`config.mk`:
```
export PLATFORM = sky130hd
export DESIGN_NAME = fault_status_monitor
export DESIGN_NICKNAME = d
export VERILOG_FILES = /design/src/verilog/fault_status_monitor_pkg.sv /design/src/verilog/fault_status_monitor.sv
export VERILOG_INCLUDE_DIRS = /design/src /design/src/verilog
export SDC_FILE = /design/constraint.sdc
export NUM_CORES = 1
export LEC_CHECK = 0
export BUFFER_PORTS_ARGS = -buffer_cell sky130_fd_sc_hd__buf_2
export CORE_MARGIN = 10
export CORE_UTILIZATION = 48
export CTS_CLUSTER_SIZE = 40
export DETAILED_ROUTE_END_ITERATION = 10
export PLACE_DENSITY = 0.82
export SLEW_MARGIN = 15
export SYNTH_ARGS = -nofsm -noshare
export SYNTH_HDL_FRONTEND = slang
export SYNTH_SLANG_ARGS = --single-unit
```
`constraint.sdc`:
```
create_clock -name clk -period 1.5 [get_ports clk]
set_input_delay 0.075 -clock clk [delete_from_list [all_inputs] [get_ports clk]]
set_output_delay 0.075 -clock clk [all_outputs]
set_load 0.05 [all_outputs]
```
`src/verilog/fault_status_monitor_defines.svh`:
```
// offsets, field positions, reset values and timing counts of the fault supervisor
`ifndef FAULT_STATUS_MONITOR_DEFINES_SVH
`define FAULT_STATUS_MONITOR_DEFINES_SVH
`define OFS_CLEAR_FAULTS 8'h03
`define OFS_PD_STATUS 8'h21
`define OFS_STATUS_BYTE 8'h78
`define BIT_BUSY 7
`define BIT_OFF 6
`define BIT_OV 5
`define BIT_OC 4
`define BIT_INPUT 3
`define BIT_TEMP 2
`define BIT_LOGIC 1
`define BIT_OTHER 0
`define BIT_PD_ILIM 0
`define LATCH_MASK 8'h3E
`define STATUS_RST 8'h00
`define BOOTSTRAP_UNDERVOLTAGE_CYCLES 8'h08
`define HICCUP_OFF_CYCLES 16'h0400
`endif

```
`src/verilog/fault_status_monitor_pkg.sv`:
```
// types shared by the fault supervisor
package fault_status_monitor_pkg;
	typedef struct packed {
		logic thermal_shutdown;
		logic thermal_warning;
		logic peak_current_trip;
		logic feedback_overvoltage_guard;
		logic absolute_overvoltage_guard;
		logic input_overvoltage_guard;
		logic input_detect_low;
		logic bootstrap_undervoltage;
		logic power_good;
		logic avg_current_limit_trip;
	} cond_t;
	typedef struct packed {
		logic hiccup_enable;
		logic absolute_ov_enable;
		logic input_protect_enable;
		logic input_regulation_enable;
		logic avg_limit_enable;
		logic irq_pin_mode_select;
		logic forced_pwm_request;
	} cfg_t;
	typedef struct packed {
		logic wr;
		logic rd;
		logic [7:0] addr;
		logic [7:0] wdata;
	} reg_req_t;
	typedef enum logic [2:0] {
		ST_BOOT,
		ST_CRC,
		ST_OFF,
		ST_RUN,
		ST_HICCUP,
		ST_HOLD
	} conv_state_t;
endpackage

```
`src/verilog/fault_status_monitor.sv`:
```
// status byte, fault latching, fault pin and protection sequencing
//
// Summary of operation
// - busy bit high while another internal agent uses the registers; valid after start-up
// - off bit when output below power good or disabled; valid after start-up
// - output overvoltage bit latches on either guard until cleared
// - overcurrent bit latches on peak current trip until cleared
// - input bit latches on input detect low until cleared
// - temperature bit latches on shutdown or warning until cleared
// - internal logic fault bit set on checksum mismatch
// - average limit flag low when disabled, high at threshold, PD byte tracks it
// - mode 0: fault pin asserted for every reported fault
// - mode 0: pin released during hiccup or once fault disappears
// - mode 1: pin toggles on any change of status or PD inputs
// - clear by any access to fault clear, or write-one to status byte
// - thermal shutdown halts conversion, resumes after temperature recovers
// - hiccup enabled: peak trip stops then restarts; disabled: no action
// - feedback guard never stops, masked in micro-sleep, off in soft-start
// - absolute guard tristates switch nodes until output falls; can be disabled
// - input guard blocks forced PWM, forward current only; can be disabled
// - input regulation needs both enables and pauses without forced PWM
// - bootstrap undervoltage: stop after count, or refresh then stop
// - checksum mismatch after boot keeps converter in hold state
`include "fault_status_monitor_defines.svh"
`timescale 1ns/100ps
`default_nettype none
module fault_status_monitor
	import fault_status_monitor_pkg::*;
#(
	parameter logic [7:0] BOOTSTRAP_UNDERVOLTAGE_CYCLES = `BOOTSTRAP_UNDERVOLTAGE_CYCLES,
	parameter logic [15:0] HICCUP_OFF_CYCLES = `HICCUP_OFF_CYCLES
) (
	input wire logic clk,
	input wire logic sys_rst,
	input wire reg_req_t reg_req,
	output logic [7:0] reg_rdata,
	input wire cond_t cond,
	input wire cfg_t cfg,
	input wire logic internal_agent_busy,
	input wire logic system_enable,
	input wire logic soft_start_active,
	input wire logic internal_feedback_sel,
	input wire logic micro_sleep,
	input wire logic power_save_mode,
	input wire logic switch_cycle,
	input wire logic nvm_boot_done,
	input wire logic crc_mismatch,
	output logic converter_run,
	output logic switch_nodes_hiz,
	output logic forced_pwm,
	output logic forward_only,
	output logic input_voltage_regulation,
	output logic boot_refresh,
	output logic avg_current_limit_active,
	output logic fault_or_irq_pin_o,
	output logic fault_or_irq_pin_oe_n
);
	conv_state_t state_r;
	logic [7:0] status_r;
	logic [7:0] pd_status_byte;
	logic [7:0] inst_status;
	logic [7:0] prev_inst_r;
	logic [7:0] prev_pd_r;
	logic [7:0] set_vec;
	logic [7:0] clr_vec;
	logic [15:0] hiccup_cnt_r;
	logic [7:0] buv_cnt_r;
	logic started;
	logic ov_fb_valid;
	logic ov_abs_valid;
	logic buv_stop;
	logic irq_r;
	logic restart_r;
	logic clear_all;
	logic status_wr;

	assign started = (state_r == ST_RUN) || (state_r == ST_HICCUP) || (state_r == ST_HOLD);
	// feedback guard only reports, never stops the converter
	assign ov_fb_valid = cond.feedback_overvoltage_guard && !micro_sleep && !soft_start_active
		&& !internal_feedback_sel;
	assign ov_abs_valid = cond.absolute_overvoltage_guard && cfg.absolute_ov_enable;
	assign avg_current_limit_active = cfg.avg_limit_enable && cond.avg_current_limit_trip;
	assign pd_status_byte = {7'h00, avg_current_limit_active};

	always_comb begin
		inst_status = 8'h00;
		inst_status[`BIT_BUSY] = started && internal_agent_busy;
		inst_status[`BIT_OFF] = started && (!cond.power_good || !system_enable
			|| !converter_run);
		inst_status[`BIT_OV] = ov_fb_valid || ov_abs_valid;
		inst_status[`BIT_OC] = cond.peak_current_trip;
		inst_status[`BIT_INPUT] = cond.input_detect_low;
		inst_status[`BIT_TEMP] = cond.thermal_shutdown || cond.thermal_warning;
		inst_status[`BIT_LOGIC] = crc_mismatch && (state_r == ST_CRC || state_r == ST_HOLD);
	end

	assign clear_all = (reg_req.wr || reg_req.rd) && reg_req.addr == `OFS_CLEAR_FAULTS;
	assign status_wr = reg_req.wr && reg_req.addr == `OFS_STATUS_BYTE;

	always_comb begin
		set_vec = inst_status & `LATCH_MASK;
		clr_vec = 8'h00;
		if (clear_all) begin
			clr_vec = `LATCH_MASK;
		end else if (status_wr) begin
			clr_vec = reg_req.wdata & `LATCH_MASK;
		end
	end

	// latched bits: a set in the clear cycle wins, a live condition re-sets
	always_ff @(posedge clk or posedge sys_rst) begin
		if (sys_rst) begin
			status_r <= `STATUS_RST;
		end else begin
			status_r <= (status_r & ~clr_vec) | set_vec
				| (inst_status & ~(`LATCH_MASK));
		end
	end

	always_ff @(posedge clk or posedge sys_rst) begin
		if (sys_rst) begin
			reg_rdata <= 8'h00;
		end else if (reg_req.rd) begin
			case (reg_req.addr)
				`OFS_STATUS_BYTE: reg_rdata <= status_r;
				`OFS_PD_STATUS: reg_rdata <= pd_status_byte;
				default: reg_rdata <= 8'h00;
			endcase
		end
	end

	// converter sequencing
	always_ff @(posedge clk or posedge sys_rst) begin
		if (sys_rst) begin
			state_r <= ST_BOOT;
		end else begin
			case (state_r)
				ST_BOOT: begin
					if (nvm_boot_done) begin
						state_r <= ST_CRC;
					end
				end
				ST_CRC: begin
					state_r <= crc_mismatch ? ST_HOLD : ST_OFF;
				end
				ST_OFF: begin
					if (system_enable && !cond.thermal_shutdown) begin
						state_r <= ST_RUN;
					end
				end
				ST_RUN: begin
					if (!system_enable || cond.thermal_shutdown || buv_stop) begin
						state_r <= ST_OFF;
					end else if (cfg.hiccup_enable && cond.peak_current_trip) begin
						state_r <= ST_HICCUP;
					end
				end
				ST_HICCUP: begin
					if (hiccup_cnt_r == HICCUP_OFF_CYCLES) begin
						state_r <= ST_OFF;
					end
				end
				ST_HOLD: state_r <= ST_HOLD;
				default: state_r <= ST_BOOT;
			endcase
		end
	end

	always_ff @(posedge clk or posedge sys_rst) begin
		if (sys_rst) begin
			hiccup_cnt_r <= 16'h0000;
		end else if (state_r == ST_HICCUP) begin
			hiccup_cnt_r <= hiccup_cnt_r + 16'h0001;
		end else begin
			hiccup_cnt_r <= 16'h0000;
		end
	end

	// bootstrap undervoltage counts switching or refresh cycles
	always_ff @(posedge clk or posedge sys_rst) begin
		if (sys_rst) begin
			buv_cnt_r <= 8'h00;
		end else if (state_r != ST_RUN || !cond.bootstrap_undervoltage) begin
			buv_cnt_r <= 8'h00;
		end else if (switch_cycle && buv_cnt_r != BOOTSTRAP_UNDERVOLTAGE_CYCLES) begin
			buv_cnt_r <= buv_cnt_r + 8'h01;
		end
	end
	assign buv_stop = cond.bootstrap_undervoltage && buv_cnt_r == BOOTSTRAP_UNDERVOLTAGE_CYCLES;
	assign boot_refresh = (state_r == ST_RUN) && power_save_mode && cond.bootstrap_undervoltage
		&& !buv_stop;

	assign converter_run = (state_r == ST_RUN) && !ov_abs_valid;
	assign switch_nodes_hiz = !converter_run;
	assign forward_only = cfg.input_protect_enable && cond.input_overvoltage_guard;
	assign forced_pwm = cfg.forced_pwm_request && !power_save_mode && !forward_only;
	assign input_voltage_regulation = cfg.input_regulation_enable && cfg.input_protect_enable
		&& forced_pwm && converter_run;

	// restart flag follows the hiccup state one cycle late and lets mode 0 release the pin during hiccup
	always_ff @(posedge clk or posedge sys_rst) begin
		if (sys_rst) begin
			restart_r <= 1'b0;
		end else begin
			restart_r <= (state_r == ST_HICCUP);
		end
	end

	always_ff @(posedge clk or posedge sys_rst) begin
		if (sys_rst) begin
			prev_inst_r <= 8'h00;
			prev_pd_r <= 8'h00;
		end else begin
			prev_inst_r <= inst_status;
			prev_pd_r <= pd_status_byte;
		end
	end

	always_ff @(posedge clk or posedge sys_rst) begin
		if (sys_rst) begin
			irq_r <= 1'b0;
		end else if (cfg.irq_pin_mode_select) begin
			if (inst_status != prev_inst_r || pd_status_byte != prev_pd_r) begin
				irq_r <= ~irq_r;
			end
		end else begin
			irq_r <= |(inst_status & `LATCH_MASK) && !restart_r;
		end
	end

	// open drain: drive low when asserted (mode 0) or toggle state high (mode 1)
	assign fault_or_irq_pin_o = 1'b0;
	assign fault_or_irq_pin_oe_n = !irq_r;
endmodule // fault_status_monitor
`default_nettype wire

```
==> results.sh, run 1 <==
export IMPL_core_area_mm2=0.005172
export IMPL_num_rows=26
export IMPL_grt_remaining_overflow=0
export IMPL_p_leak_uw=0.001630
export IMPL_initialDrtViolationCount=114
export IMPL_vdd_ir_drop_max_uv=590.6
export IMPL_grt_pass1_wl_mm=10.70
export IMPL_finalCritPeriodShare_pct=108.5
export IMPL_ys_seq_area_share_pct=50.39
export IMPL_hold_path_class="in2reg"
export IMPL_p_sw_share_pct=32.83
export IMPL_antenna_found_initial=0
export IMPL_place_ws_ns=-0.1197
export IMPL_grt_start_max_net_pins=33
export IMPL_clockRootBuffer="clkbuf_8"
export IMPL_netlist_top_cells_count="52 x dfrtp_1, 30 x nand2_1, 26 x nor2_1, 23 x inv_1, 16 x o21ai_0"
export IMPL_start_util_pct=49.93
export IMPL_synth_most_common_cell="dfrtp_1"
export IMPL_numPortBuffers=58
export IMPL_diodes=0
export IMPL_pwr_share_seq_pct=45.1
export IMPL_crit_path_end_kind="output port"
export IMPL_fin_crit_ns=1.627
export IMPL_highest_layer="met4"
export IMPL_dieArea_mm2=0.008714
export IMPL_clock_sinks=52
export IMPL_clock_skew_ns=0.01405
export IMPL_startpoint_type="register"
export IMPL_synthArstFlopShare_pct=100.0
export IMPL_drive_above_1_share_pct=41.14
export IMPL_route_met3_wl_um=393
export IMPL_postPlaceCellArea_mm2=0.003122
export IMPL_clockBufferDepth=2
export IMPL_tns_ns=-0.5520
export IMPL_power_switching_uw=1159
export IMPL_ant_nets=0
export IMPL_cts_buffers=5
export IMPL_rsz0062_at_grt="yes"
export IMPL_post_route_util_pct=69.98
export IMPL_grt_usage_pct=14.98
export IMPL_final_area_mm2=0.003620
export IMPL_required_ns=1.42
export IMPL_power_clock_fraction_pct=21.8
export IMPL_io_pins=63
export IMPL_synthTopCellsByArea="dfrtp_1 50%, xor2_1 4.4%, nand2_1 4.4%, nor2_1 3.8%, xnor2_1 3.7%"
export IMPL_die_w_um=93.35
export IMPL_grt_pass1_vias=2398
export IMPL_violations="setup timing"
export IMPL_hold_viol=0
export IMPL_p_int_uw=2370
export IMPL_netlist_cell_type_count=42
export IMPL_fin_ws_ns=-0.1270
export IMPL_syn_area_per_cell_um2=9.709
export IMPL_slew_violations=0
export IMPL_max_freq_ghz=0.6146
export IMPL_wirelength_mm=6.802
export IMPL_syn_area_mm2=0.002582
export IMPL_power_density_mw_per_mm2=974.9
export IMPL_insertion_delay_ns=0.31
export IMPL_drtPass1Iterations=4
export IMPL_wire_per_inst_um=15.57
export IMPL_hp_start="internal_agent_busy"
export IMPL_r2r_start="buv_cnt_r[0]$_DFFE_PP0P_"
export IMPL_wl_met1_mm=2.731
export IMPL_synth_top_cell_area_share_pct=50.39
export IMPL_path_max_fanout=2
export IMPL_status="finished with violations"
export IMPL_dr_wl_met2_mm=3.540
export IMPL_hpwl_mm=4.626
export IMPL_syn_nets=316
export IMPL_clk_pin_slew_worst_paths_ns=0.10
export IMPL_synth_ff_type="dfrtp_1"
export IMPL_cts_htree_levels=2
export IMPL_setup_viol=10
export IMPL_synth_top_cell_by_area="dfrtp_1"
export IMPL_syn_to_final_growth_pct=40.16
export IMPL_drc=0
export IMPL_fp_dieH_um=93.35
export IMPL_synth_edf_count=0
export IMPL_drv_cap=0
export IMPL_num_vias=2312
export IMPL_ys_warnings_count=0
export IMPL_synthCells=266
export IMPL_path_class="reg2out"
export IMPL_p_comb_share_pct=33.1
export IMPL_critPathArrivalTime_ns=1.55
export IMPL_final_nets=417
export IMPL_place_congestion=0.8787
export IMPL_ys_ff_latch=52
export IMPL_vias_per_cell=5.291
export IMPL_cts_tree="yes"
export IMPL_crit_path_start="buv_cnt_r[0]$_DFFE_PP0P_"
[cells by family (layout without fill, tap and decap cells)]
group                      after synthesis  count (layout)  synth area share [%]
adders and majority gates                4               4                 1.938
other                                    1               1                0.1452
buffers and inverters                   29             130                 4.699
xor gates and xnor gates                24              24                 8.139
and+or+nand+nor                        115             115                 23.55
muxes                                    1               1                0.4360
DFF                                     52              52                 50.39
AOI/OAI and AO/OA                       40              40                 10.71
[cell type report]
cell class                      count  area (µm²)
Inverter                           23       86.33
Timing Repair Buffer              100       676.9
Clock buffer                        5       68.82
Tap cell                           70       87.58
Multi-Input combinational cell    185        1380
Sequential cell                    52        1308
Clock inverter                      2       12.51
Fill cell                         354        1553
[repair_timing]
action | 4_1_cts | 5_1_grt
buffers inserted | 5 | 11
endpoints found under the hold margin | 23 | 0
gates resized for setup | 15 | 51
pin swaps | 5 | 13
hold buffers | 5 | 0
endpoints found under the setup margin | 14 | 17
cloned | 0 | 0
[critical path: stages (launching register included)]
cell and delay [ns]:
dfrtp_1 0.41, inv_2 0.09, ha_4 0.13, nor4b_4 0.22, nand2_1 0.12, nand2_1 0.09, nor2_2 0.04, buf_6 0.14
[metrics by stage]
| stage | power [µW] | hold WS, ns | cells |
|---|---|---|---|
| 5_1_grt | 3716 | 0.01997 | 437 |
| 6_report | 3529 | 0.01973 | 437 |
| 4_1_cts | 3309 | 0.007064 | 426 |
| 3_5_place_dp | 2438 | 0.1125 | 409 |
| 2_1_floorplan | 2127 | 0.1064 | 266 |
| 3_3_place_gp | 2404 | 0.1085 | 409 |
[layer usage]
metal / vias to the layer above / track usage [%]
li1: 1111 / -
met2: 59 / 25.58
met5: - / 0
met1: 1130 / 16.54
met4: 0 / 6.555
met3: 12 / 5.036
[state kept, by name (all words and copies together) (netlist names)]
register / flops
irq_r: 1
hiccup_cnt_r: 16
reg_rdata: 8
status_r: 7
prev_pd_r: 1
prev_inst_r: 7
buv_cnt_r: 8
state_r: 3
restart_r: 1
[worst paths after layout]
path / to / depth (start not counted) / slack, ns
max: boot_refresh / 7 / -0.13
min: prev_inst_r[7]$_DFF_PP0_ / 2 / 0.02
max reg2reg: buv_cnt_r[0]$_DFFE_PP0P_ / 9 / -0.08
min reg2reg: status_r[6]$_DFF_PP0_ / 1 / 0.48
max in group asynchronous: hiccup_cnt_r[9]$_DFF_PP0_ / 4 / 0.66
min in group asynchronous: reg_rdata[3]$_DFFE_PP0P_ / 3 / 0.31
[cells in the final DEF (no fill, tap or decap), types with 5 or more instances in the layout]
cell,synthesis,final
inv_1,23,18
nand3_1,10,7
nand2_1,30,28
xor2_1,13,13
inv_2,0,5
xnor2_1,11,10
buf_4,1,33
a31o_1,5,5
dfrtp_1,52,47
nand4_1,7,7
o21ai_0,16,13
nand2b_1,5,5
dfrtp_2,0,5
clkbuf_8,0,5
nor2_1,26,24
buf_6,1,5
buf_2,1,54
[power by group through the flow]
stage               logic, µW  registers [µW]  clock network (µW)
finish                   1170            1590                 769
global route             1260            1610                 847
CTS                       930            1590                 793
detailed placement        827            1610                   0
global placement          798            1610                   0
floorplan                 547            1580                   0
Note: power is estimated with default switching activity, not from simulation.
==> run 2, diff against run 1 <==
Settings changed: CORE_UTILIZATION 48 to 50, PLACE_DENSITY 0.82 to 0.81.
Clock period 1.5 ns to 1.6 ns, I/O delays scaled along.
==> run 2 against run 1 <==
Against the previous run:
- the run still ends with setup timing left
- first-iteration DRC count decreased by 27%
- final cell count shrank 3.7%
- die area fell by 3.2%
- sequential share of layout area grew 2.8 points
- combinational power shrank 25%
- critical path depth down 2
- largest power group unchanged
==> results.sh, run 2 (synthesized netlist as in run 1, its figures left out) <==
export IMPL_clockBufferDepth=2
export IMPL_drv_cap=0
export IMPL_layout_commonest_cell="buf_2"
export IMPL_start_util_pct=51.22
export IMPL_worst_path_largest_cell_delay_ns=0.41
export IMPL_hpwl_mm=4.604
export IMPL_hold_path_class="in2reg"
export IMPL_slew_violations=0
export IMPL_path_class="reg2out"
export IMPL_crit_path_cell_trace="nand3b_1 -> buf_4 -> a21oi_4 -> and4_4 -> buf_8"
export IMPL_power_uw=3183
export IMPL_syn_to_final_growth_pct=29.70
export IMPL_wire_per_inst_um=14.95
export IMPL_grt_usage_pct=14.15
export IMPL_ant_nets=0
export IMPL_diodes=0
export IMPL_cp_slowest_cell="dfrtp_1"
export IMPL_fin_cells=421
export IMPL_path_max_fanout=4
export IMPL_grt_remaining_overflow=0
export IMPL_num_vias=2240
export IMPL_critPathArrivalTime_ns=1.56
export IMPL_rsz0062_at_grt="yes"
export IMPL_vias_per_cell=5.321
export IMPL_hold_viol=0
export IMPL_path_delay_family="simple AND/OR/NAND/NOR gates"
export IMPL_final_cell_mix="55 x buf_2, 50 x dfrtp_1, 30 x nand2_1, 24 x nor2_1"
export IMPL_register_area_mm2=0.001304
export IMPL_regMostFlops="hiccup_cnt_r"
export IMPL_numPortBuffers=58
export IMPL_grt_pass1_vias=2262
export IMPL_drive_above_1_share_pct=31.05
export IMPL_top_regs="hiccup_cnt_r: 16 flops, buv_cnt_r: 8 flops, reg_rdata: 8 flops"
export IMPL_vdd_ir_drop_max_uv=556.0
export IMPL_violations="setup timing"
export IMPL_die_w_um=91.87
export IMPL_initialDrtViolationCount=83
export IMPL_fin_crit_ns=1.641
export IMPL_cts_tree="yes"
export IMPL_dieArea_mm2=0.008439
export IMPL_drtPass1Iterations=4
export IMPL_cts_buffers=5
export IMPL_finalCritPeriodShare_pct=102.6
export IMPL_setup_viol=3
export IMPL_status="finished with violations"
export IMPL_clk_pin_slew_worst_paths_ns=0.10
export IMPL_crit_path_end_kind="output port"
export IMPL_dp_cells=400
export IMPL_max_freq_ghz=0.6093
export IMPL_required_ns=1.52
export IMPL_clock_skew_ns=0.01183
export IMPL_io_pins=63
export IMPL_core_area_mm2=0.005042
export IMPL_fp_dieH_um=91.87
export IMPL_fillers=373
export IMPL_grt_start_max_net_pins=25
export IMPL_path_buf_inv=2
export IMPL_holdWs_ns=0.02682
export IMPL_wirelength_mm=6.295
export IMPL_power_density_mw_per_mm2=950.4
export IMPL_startpoint_type="register"
export IMPL_clock_sinks=52
export IMPL_p_leak_uw=0.001512
export IMPL_largest_reg_flops=16
export IMPL_antenna_found_initial=0
export IMPL_grt_pass1_wl_mm=10.07
export IMPL_final_nets=400
export IMPL_clockRootBuffer="clkbuf_8"
export IMPL_multiInputGateArea_mm2=0.001254
export IMPL_insertion_delay_ns=0.32
export IMPL_num_rows=26
export IMPL_fin_ws_ns=-0.04117
export IMPL_drc=0
export IMPL_cts_htree_levels=2
export IMPL_place_congestion=0.8014
export IMPL_post_route_util_pct=66.43
run 2: changes by cell type in the layout (fill, tap and decap cells not counted), sizes merged:
cell,delta
inv,+1
dlygate4sd3,+1
clkinvlp,-1
buf,-17
dlymetal6s4s,-1
clkbuf,+1
run 2: final timing paths:
path | slack [ns] | cells after the start | startpoint | endpoint
min reg2reg | 0.47 | 1 | hiccup_cnt_r[0]$_DFF_PP0_ | hiccup_cnt_r[0]$_DFF_PP0_
max reg2reg | 0 | 5 | state_r[0]$_DFFE_PP0P_ | irq_r$_DFFE_PP0P_
max | -0.04 | 5 | state_r[2]$_DFFE_PP0P_ | input_voltage_regulation
min | 0.03 | 3 | cfg[6] | state_r[2]$_DFFE_PP0P_
max in group asynchronous | 0.84 | 4 | sys_rst | state_r[1]$_DFFE_PP0P_
min in group asynchronous | 0.23 | 3 | sys_rst | hiccup_cnt_r[3]$_DFF_PP0_
run 2: final cells by class:
class | count | share of cell area, %
sequential | 52 | 38.92
multi-input combinational | 185 | 37.43
clock inverter | 2 | 0.4109
tap | 70 | 2.615
clock buffer | 6 | 2.465
inverter | 23 | 2.578
timing repair buffer | 83 | 15.58
run 2: worst register-to-register path, delay by kind of cell, from the launching register on:
family	cells	cell delay [ns]
flops	1	0.46
simple gates	3	0.62
compound gates	2	0.45
run 2: per-layer routing:
layer / GRT usage [%] / vias to the layer above / share of wire (%)
met5: 0 / - / 0
met4: 6.041 / 0 / 1.7
met3: 4.401 / 13 / 6.6
met2: 22.00 / 74 / 49
met1: 17.78 / 1076 / 43
li1: - / 1077 / -
run 2: power by group:
group / internal [µW] / total [µW] / switching [µW]
sequential: 1410 / 1500 / 96.1
clock: 354 / 804 / 450
combinational: 380 / 876 / 497
run 2: through the flow:
step	cell area, µm²	TNS [ns]	worst slack, ns
detailed placement	3054	-0.1102	-0.1032
CTS	3278	-0.04392	-0.04392
global placement	3054	0	0.008146
floorplan	2609	0	0.07272
finish	3349	-0.04641	-0.04117
global route	3349	-0.4266	-0.1340
run 2: timing repair:
item / CTS / global route
cloned: 0 / 0
hold buffers: 5 / 0
resized for setup: 11 / 14
endpoints found under the hold margin: 37 / 0
buffers inserted: 5 / 4
pin swaps: 3 / 7
setup endpoints to repair: 7 / 12
==> run 3, diff against run 2 <==
Settings changed: ABC_AREA from default to 1, CORE_UTILIZATION 50 to 44, PLACE_DENSITY 0.81 to 0.73.
==> run 3 against run 2 <==
Against the previous run:
- the run now ends clean
- routed wire length grew 8.5%
- critical path depth stayed put
- clock skew is 0.0046 ns lower
- flip-flop and latch count unchanged
- non-clock buffer count is 9 lower
- via count increased by 19%
- critical path type unchanged
- largest cell class is now multi-input gates
==> results.sh, run 3 <==
export IMPL_num_vias=2671
export IMPL_power_switching_uw=1128
export IMPL_p_leak_uw=0.001772
export IMPL_holdWs_ns=0.01927
export IMPL_synth_ff_type="dfrtp_1"
export IMPL_synth_top_cell_area_share_pct=44.92
export IMPL_synth_most_common_cell="nand2_1"
export IMPL_grtUsageMet2_pct=22.61
export IMPL_ys_warnings_count=0
export IMPL_final_cell_mix="88 x nand2_1, 60 x inv_1, 55 x buf_2, 48 x dfrtp_1, 38 x nor2_1"
export IMPL_cts_tree="yes"
export IMPL_grt_pass1_vias=2564
export IMPL_synthArstFlopShare_pct=100.0
export IMPL_cp_slowest_cell="dfrtp_2"
export IMPL_grt_remaining_overflow=0
export IMPL_critPathArrivalTime_ns=1.46
export IMPL_antenna_found_initial=0
export IMPL_setup_viol=0
export IMPL_slew_violations=0
export IMPL_regMostFlops="hiccup_cnt_r"
export IMPL_cts_buffers=5
export IMPL_initialDrtViolationCount=104
export IMPL_numPortBuffers=58
export IMPL_power_clock_fraction_pct=33.1
export IMPL_status="completed"
export IMPL_crit_path_cell_trace="nand2_2 -> nor2_4 -> nand2_2 -> nor2_4 -> buf_4"
export IMPL_busiest_layer="met2"
export IMPL_syn_nets=432
export IMPL_grt_use_met1_pct=15.13
export IMPL_io_pins=63
export IMPL_die_w_um=101.1
export IMPL_synth_top_cell_by_area="dfrtp_1"
export IMPL_dieArea_mm2=0.01023
export IMPL_crit_path_end_kind="output port"
export IMPL_grt_start_max_net_pins=53
export IMPL_place_congestion=0.8294
export IMPL_clock_sinks=52
export IMPL_wirelength_mm=6.832
export IMPL_power_uw=3653
export IMPL_tns_ns=0
export IMPL_hpwl_mm=5.265
export IMPL_hold_viol=0
export IMPL_path_max_fanout=7
export IMPL_p_int_uw=2524
export IMPL_netlist_top_cells_count="92 x nand2_1, 63 x inv_1, 52 x dfrtp_1, 42 x nor2_1, 24 x nand3_1"
export IMPL_hold_path_class="in2reg"
export IMPL_syn_to_final_growth_pct=24.92
export IMPL_ys_seq_area_share_pct=44.92
export IMPL_use_met3_pct=4.221
export IMPL_synthCells=382
export IMPL_pwr_share_seq_pct=41.4
export IMPL_register_area_mm2=0.001306
export IMPL_finalCritPeriodShare_pct=96.17
export IMPL_fillers=573
export IMPL_vdd_ir_drop_max_uv=582.6
export IMPL_ant_nets=0
export IMPL_syn_area_per_cell_um2=7.583
export IMPL_clk_pin_slew_worst_paths_ns=0.09
export IMPL_diodes=0
export IMPL_top_regs="hiccup_cnt_r: 16 flops, buv_cnt_r: 8 flops, reg_rdata: 8 flops"
export IMPL_max_freq_ghz=0.6499
export IMPL_p_sw_share_pct=30.89
export IMPL_drv_cap=0
export IMPL_clock_skew_ns=0.007248
export IMPL_required_ns=1.52
export IMPL_final_nets=507
export IMPL_power_density_mw_per_mm2=1009
export IMPL_insertion_delay_ns=0.30
export IMPL_drive_above_1_share_pct=25.76
export IMPL_fin_crit_ns=1.539
export IMPL_netlist_cell_type_count=36
export IMPL_fp_dieH_um=101.1
export IMPL_grt_usage_pct=12.97
export IMPL_start_util_pct=45.36
export IMPL_post_route_util_pct=56.66
export IMPL_ys_ff_latch=52
export IMPL_startpoint_type="register"
export IMPL_drc=0
export IMPL_multiInputGateArea_mm2=0.001370
export IMPL_drtPass1Iterations=4
export IMPL_vias_per_cell=4.993
export IMPL_layout_commonest_cell="nand2_1"
export IMPL_path_class="reg2out"
export IMPL_clockRootBuffer="clkbuf_8"
export IMPL_synth_edf_count=0
export IMPL_p_comb_share_pct=25.5
export IMPL_worst_path_largest_cell_delay_ns=0.43
export IMPL_largest_reg_flops=16
export IMPL_clockBufferDepth=2
export IMPL_core_area_mm2=0.006386
export IMPL_wire_per_inst_um=12.77
export IMPL_syn_area_mm2=0.002897
export IMPL_num_rows=29
export IMPL_cts_htree_levels=2
export IMPL_grt_pass1_wl_mm=11.25
export IMPL_synthTopCellsByArea="dfrtp_1 45%, nand2_1 12%, inv_1 8.2%, nor2_1 5.4%, nand3_1 4.1%"
==> run 3: changes by cell type after synthesis, moves of 7 or more <==
cell     delta
nor3_1      +7
nor2_1     +16
xor2_1     -10
nand2_1    +62
xnor2_1    -10
nand3_1    +14
o22ai_1     +7
inv_1      +40
==> run 3: metrics by stage <==
| stage | area (µm²) | setup slack [ns] | std cells |
|---|---|---|---|
| floorplan | 2904 | 0.01143 | 382 |
| global placement | 3303 | 0.1381 | 516 |
| detailed placement | 3303 | 0.1002 | 516 |
| CTS | 3508 | -0.02813 | 528 |
| global route | 3618 | -0.02687 | 535 |
| finish | 3618 | 0.06121 | 535 |
==> run 3: worst paths after layout <==
kind / end / slack [ns] / startpoint / depth (start not counted)
worst max-delay path: input_voltage_regulation / 0.06 / state_r[0]$_DFFE_PP0P_ / 5
worst min-delay path: prev_inst_r[2]$_DFF_PP0_ / 0.02 / cond[8] / 3
worst max register to register: hiccup_cnt_r[14]$_DFF_PP0_ / 0.09 / hiccup_cnt_r[1]$_DFF_PP0_ / 8
worst min register to register: status_r[6]$_DFF_PP0_ / 0.47 / status_r[6]$_DFF_PP0_ / 1
max in group asynchronous: hiccup_cnt_r[0]$_DFF_PP0_ / 0.99 / sys_rst / 4
min in group asynchronous: prev_inst_r[7]$_DFF_PP0_ / 0.36 / sys_rst / 4
==> run 3: repair_timing <==
item / in CTS / in global routing
endpoints found under the hold margin: 54 / 0
setup buffers: 1 / 7
resized for setup: 4 / 19
pin swaps: 0 / 5
hold buffers: 3 / 0
endpoints found under the setup margin: 3 / 19
==> run 3: metal layers <==
metal	vias to the layer above	routed length [µm]
met1	1230	2988
met3	4	515
met2	65	3296
li1	1372	-
met4	0	32
met5	-	0
==> run 3: worst max-delay path: cells and delay by family (launching register included) <==
family                 cells  cell delay, ns
and+or+nand+nor            4            0.52
buffers and inverters      1            0.20
DFF                        1            0.43
==> run 3: kinds of logic (layout without fill, tap and decap cells) <==
| logic type | after synthesis | after routing | synth area share [%] |
|---|---|---|---|
| fa+ha+maj | 4 | 4 | 1.728 |
| other cells | 1 | 1 | 0.1295 |
| xor+xnor | 4 | 4 | 1.210 |
| simple gates | 206 | 206 | 33.61 |
| buf+inv | 70 | 146 | 9.762 |
| compound gates | 45 | 45 | 8.639 |
| flops | 52 | 52 | 44.92 |
==> run 3: power groups by stage <==
stage          registers [µW]  logic [µW]  clock network (µW)
3_5_place_dp             1520         863                   0
6_report                 1510         932                1210
4_1_cts                  1500         880                1230
5_1_grt                  1530        1060                1290
3_3_place_gp             1520         845                   0
2_1_floorplan            1490         665                   0
==> run 3: area by class of cell <==
| type | count | share of cell area (%) |
|---|---|---|
| clock buffer | 5 | 1.902 |
| clock inverter | 3 | 2.490 |
| sequential | 52 | 36.10 |
| tap | 77 | 2.663 |
| timing repair buffer | 74 | 12.21 |
| inverter | 64 | 6.777 |
| multi-input combinational | 260 | 37.86 |
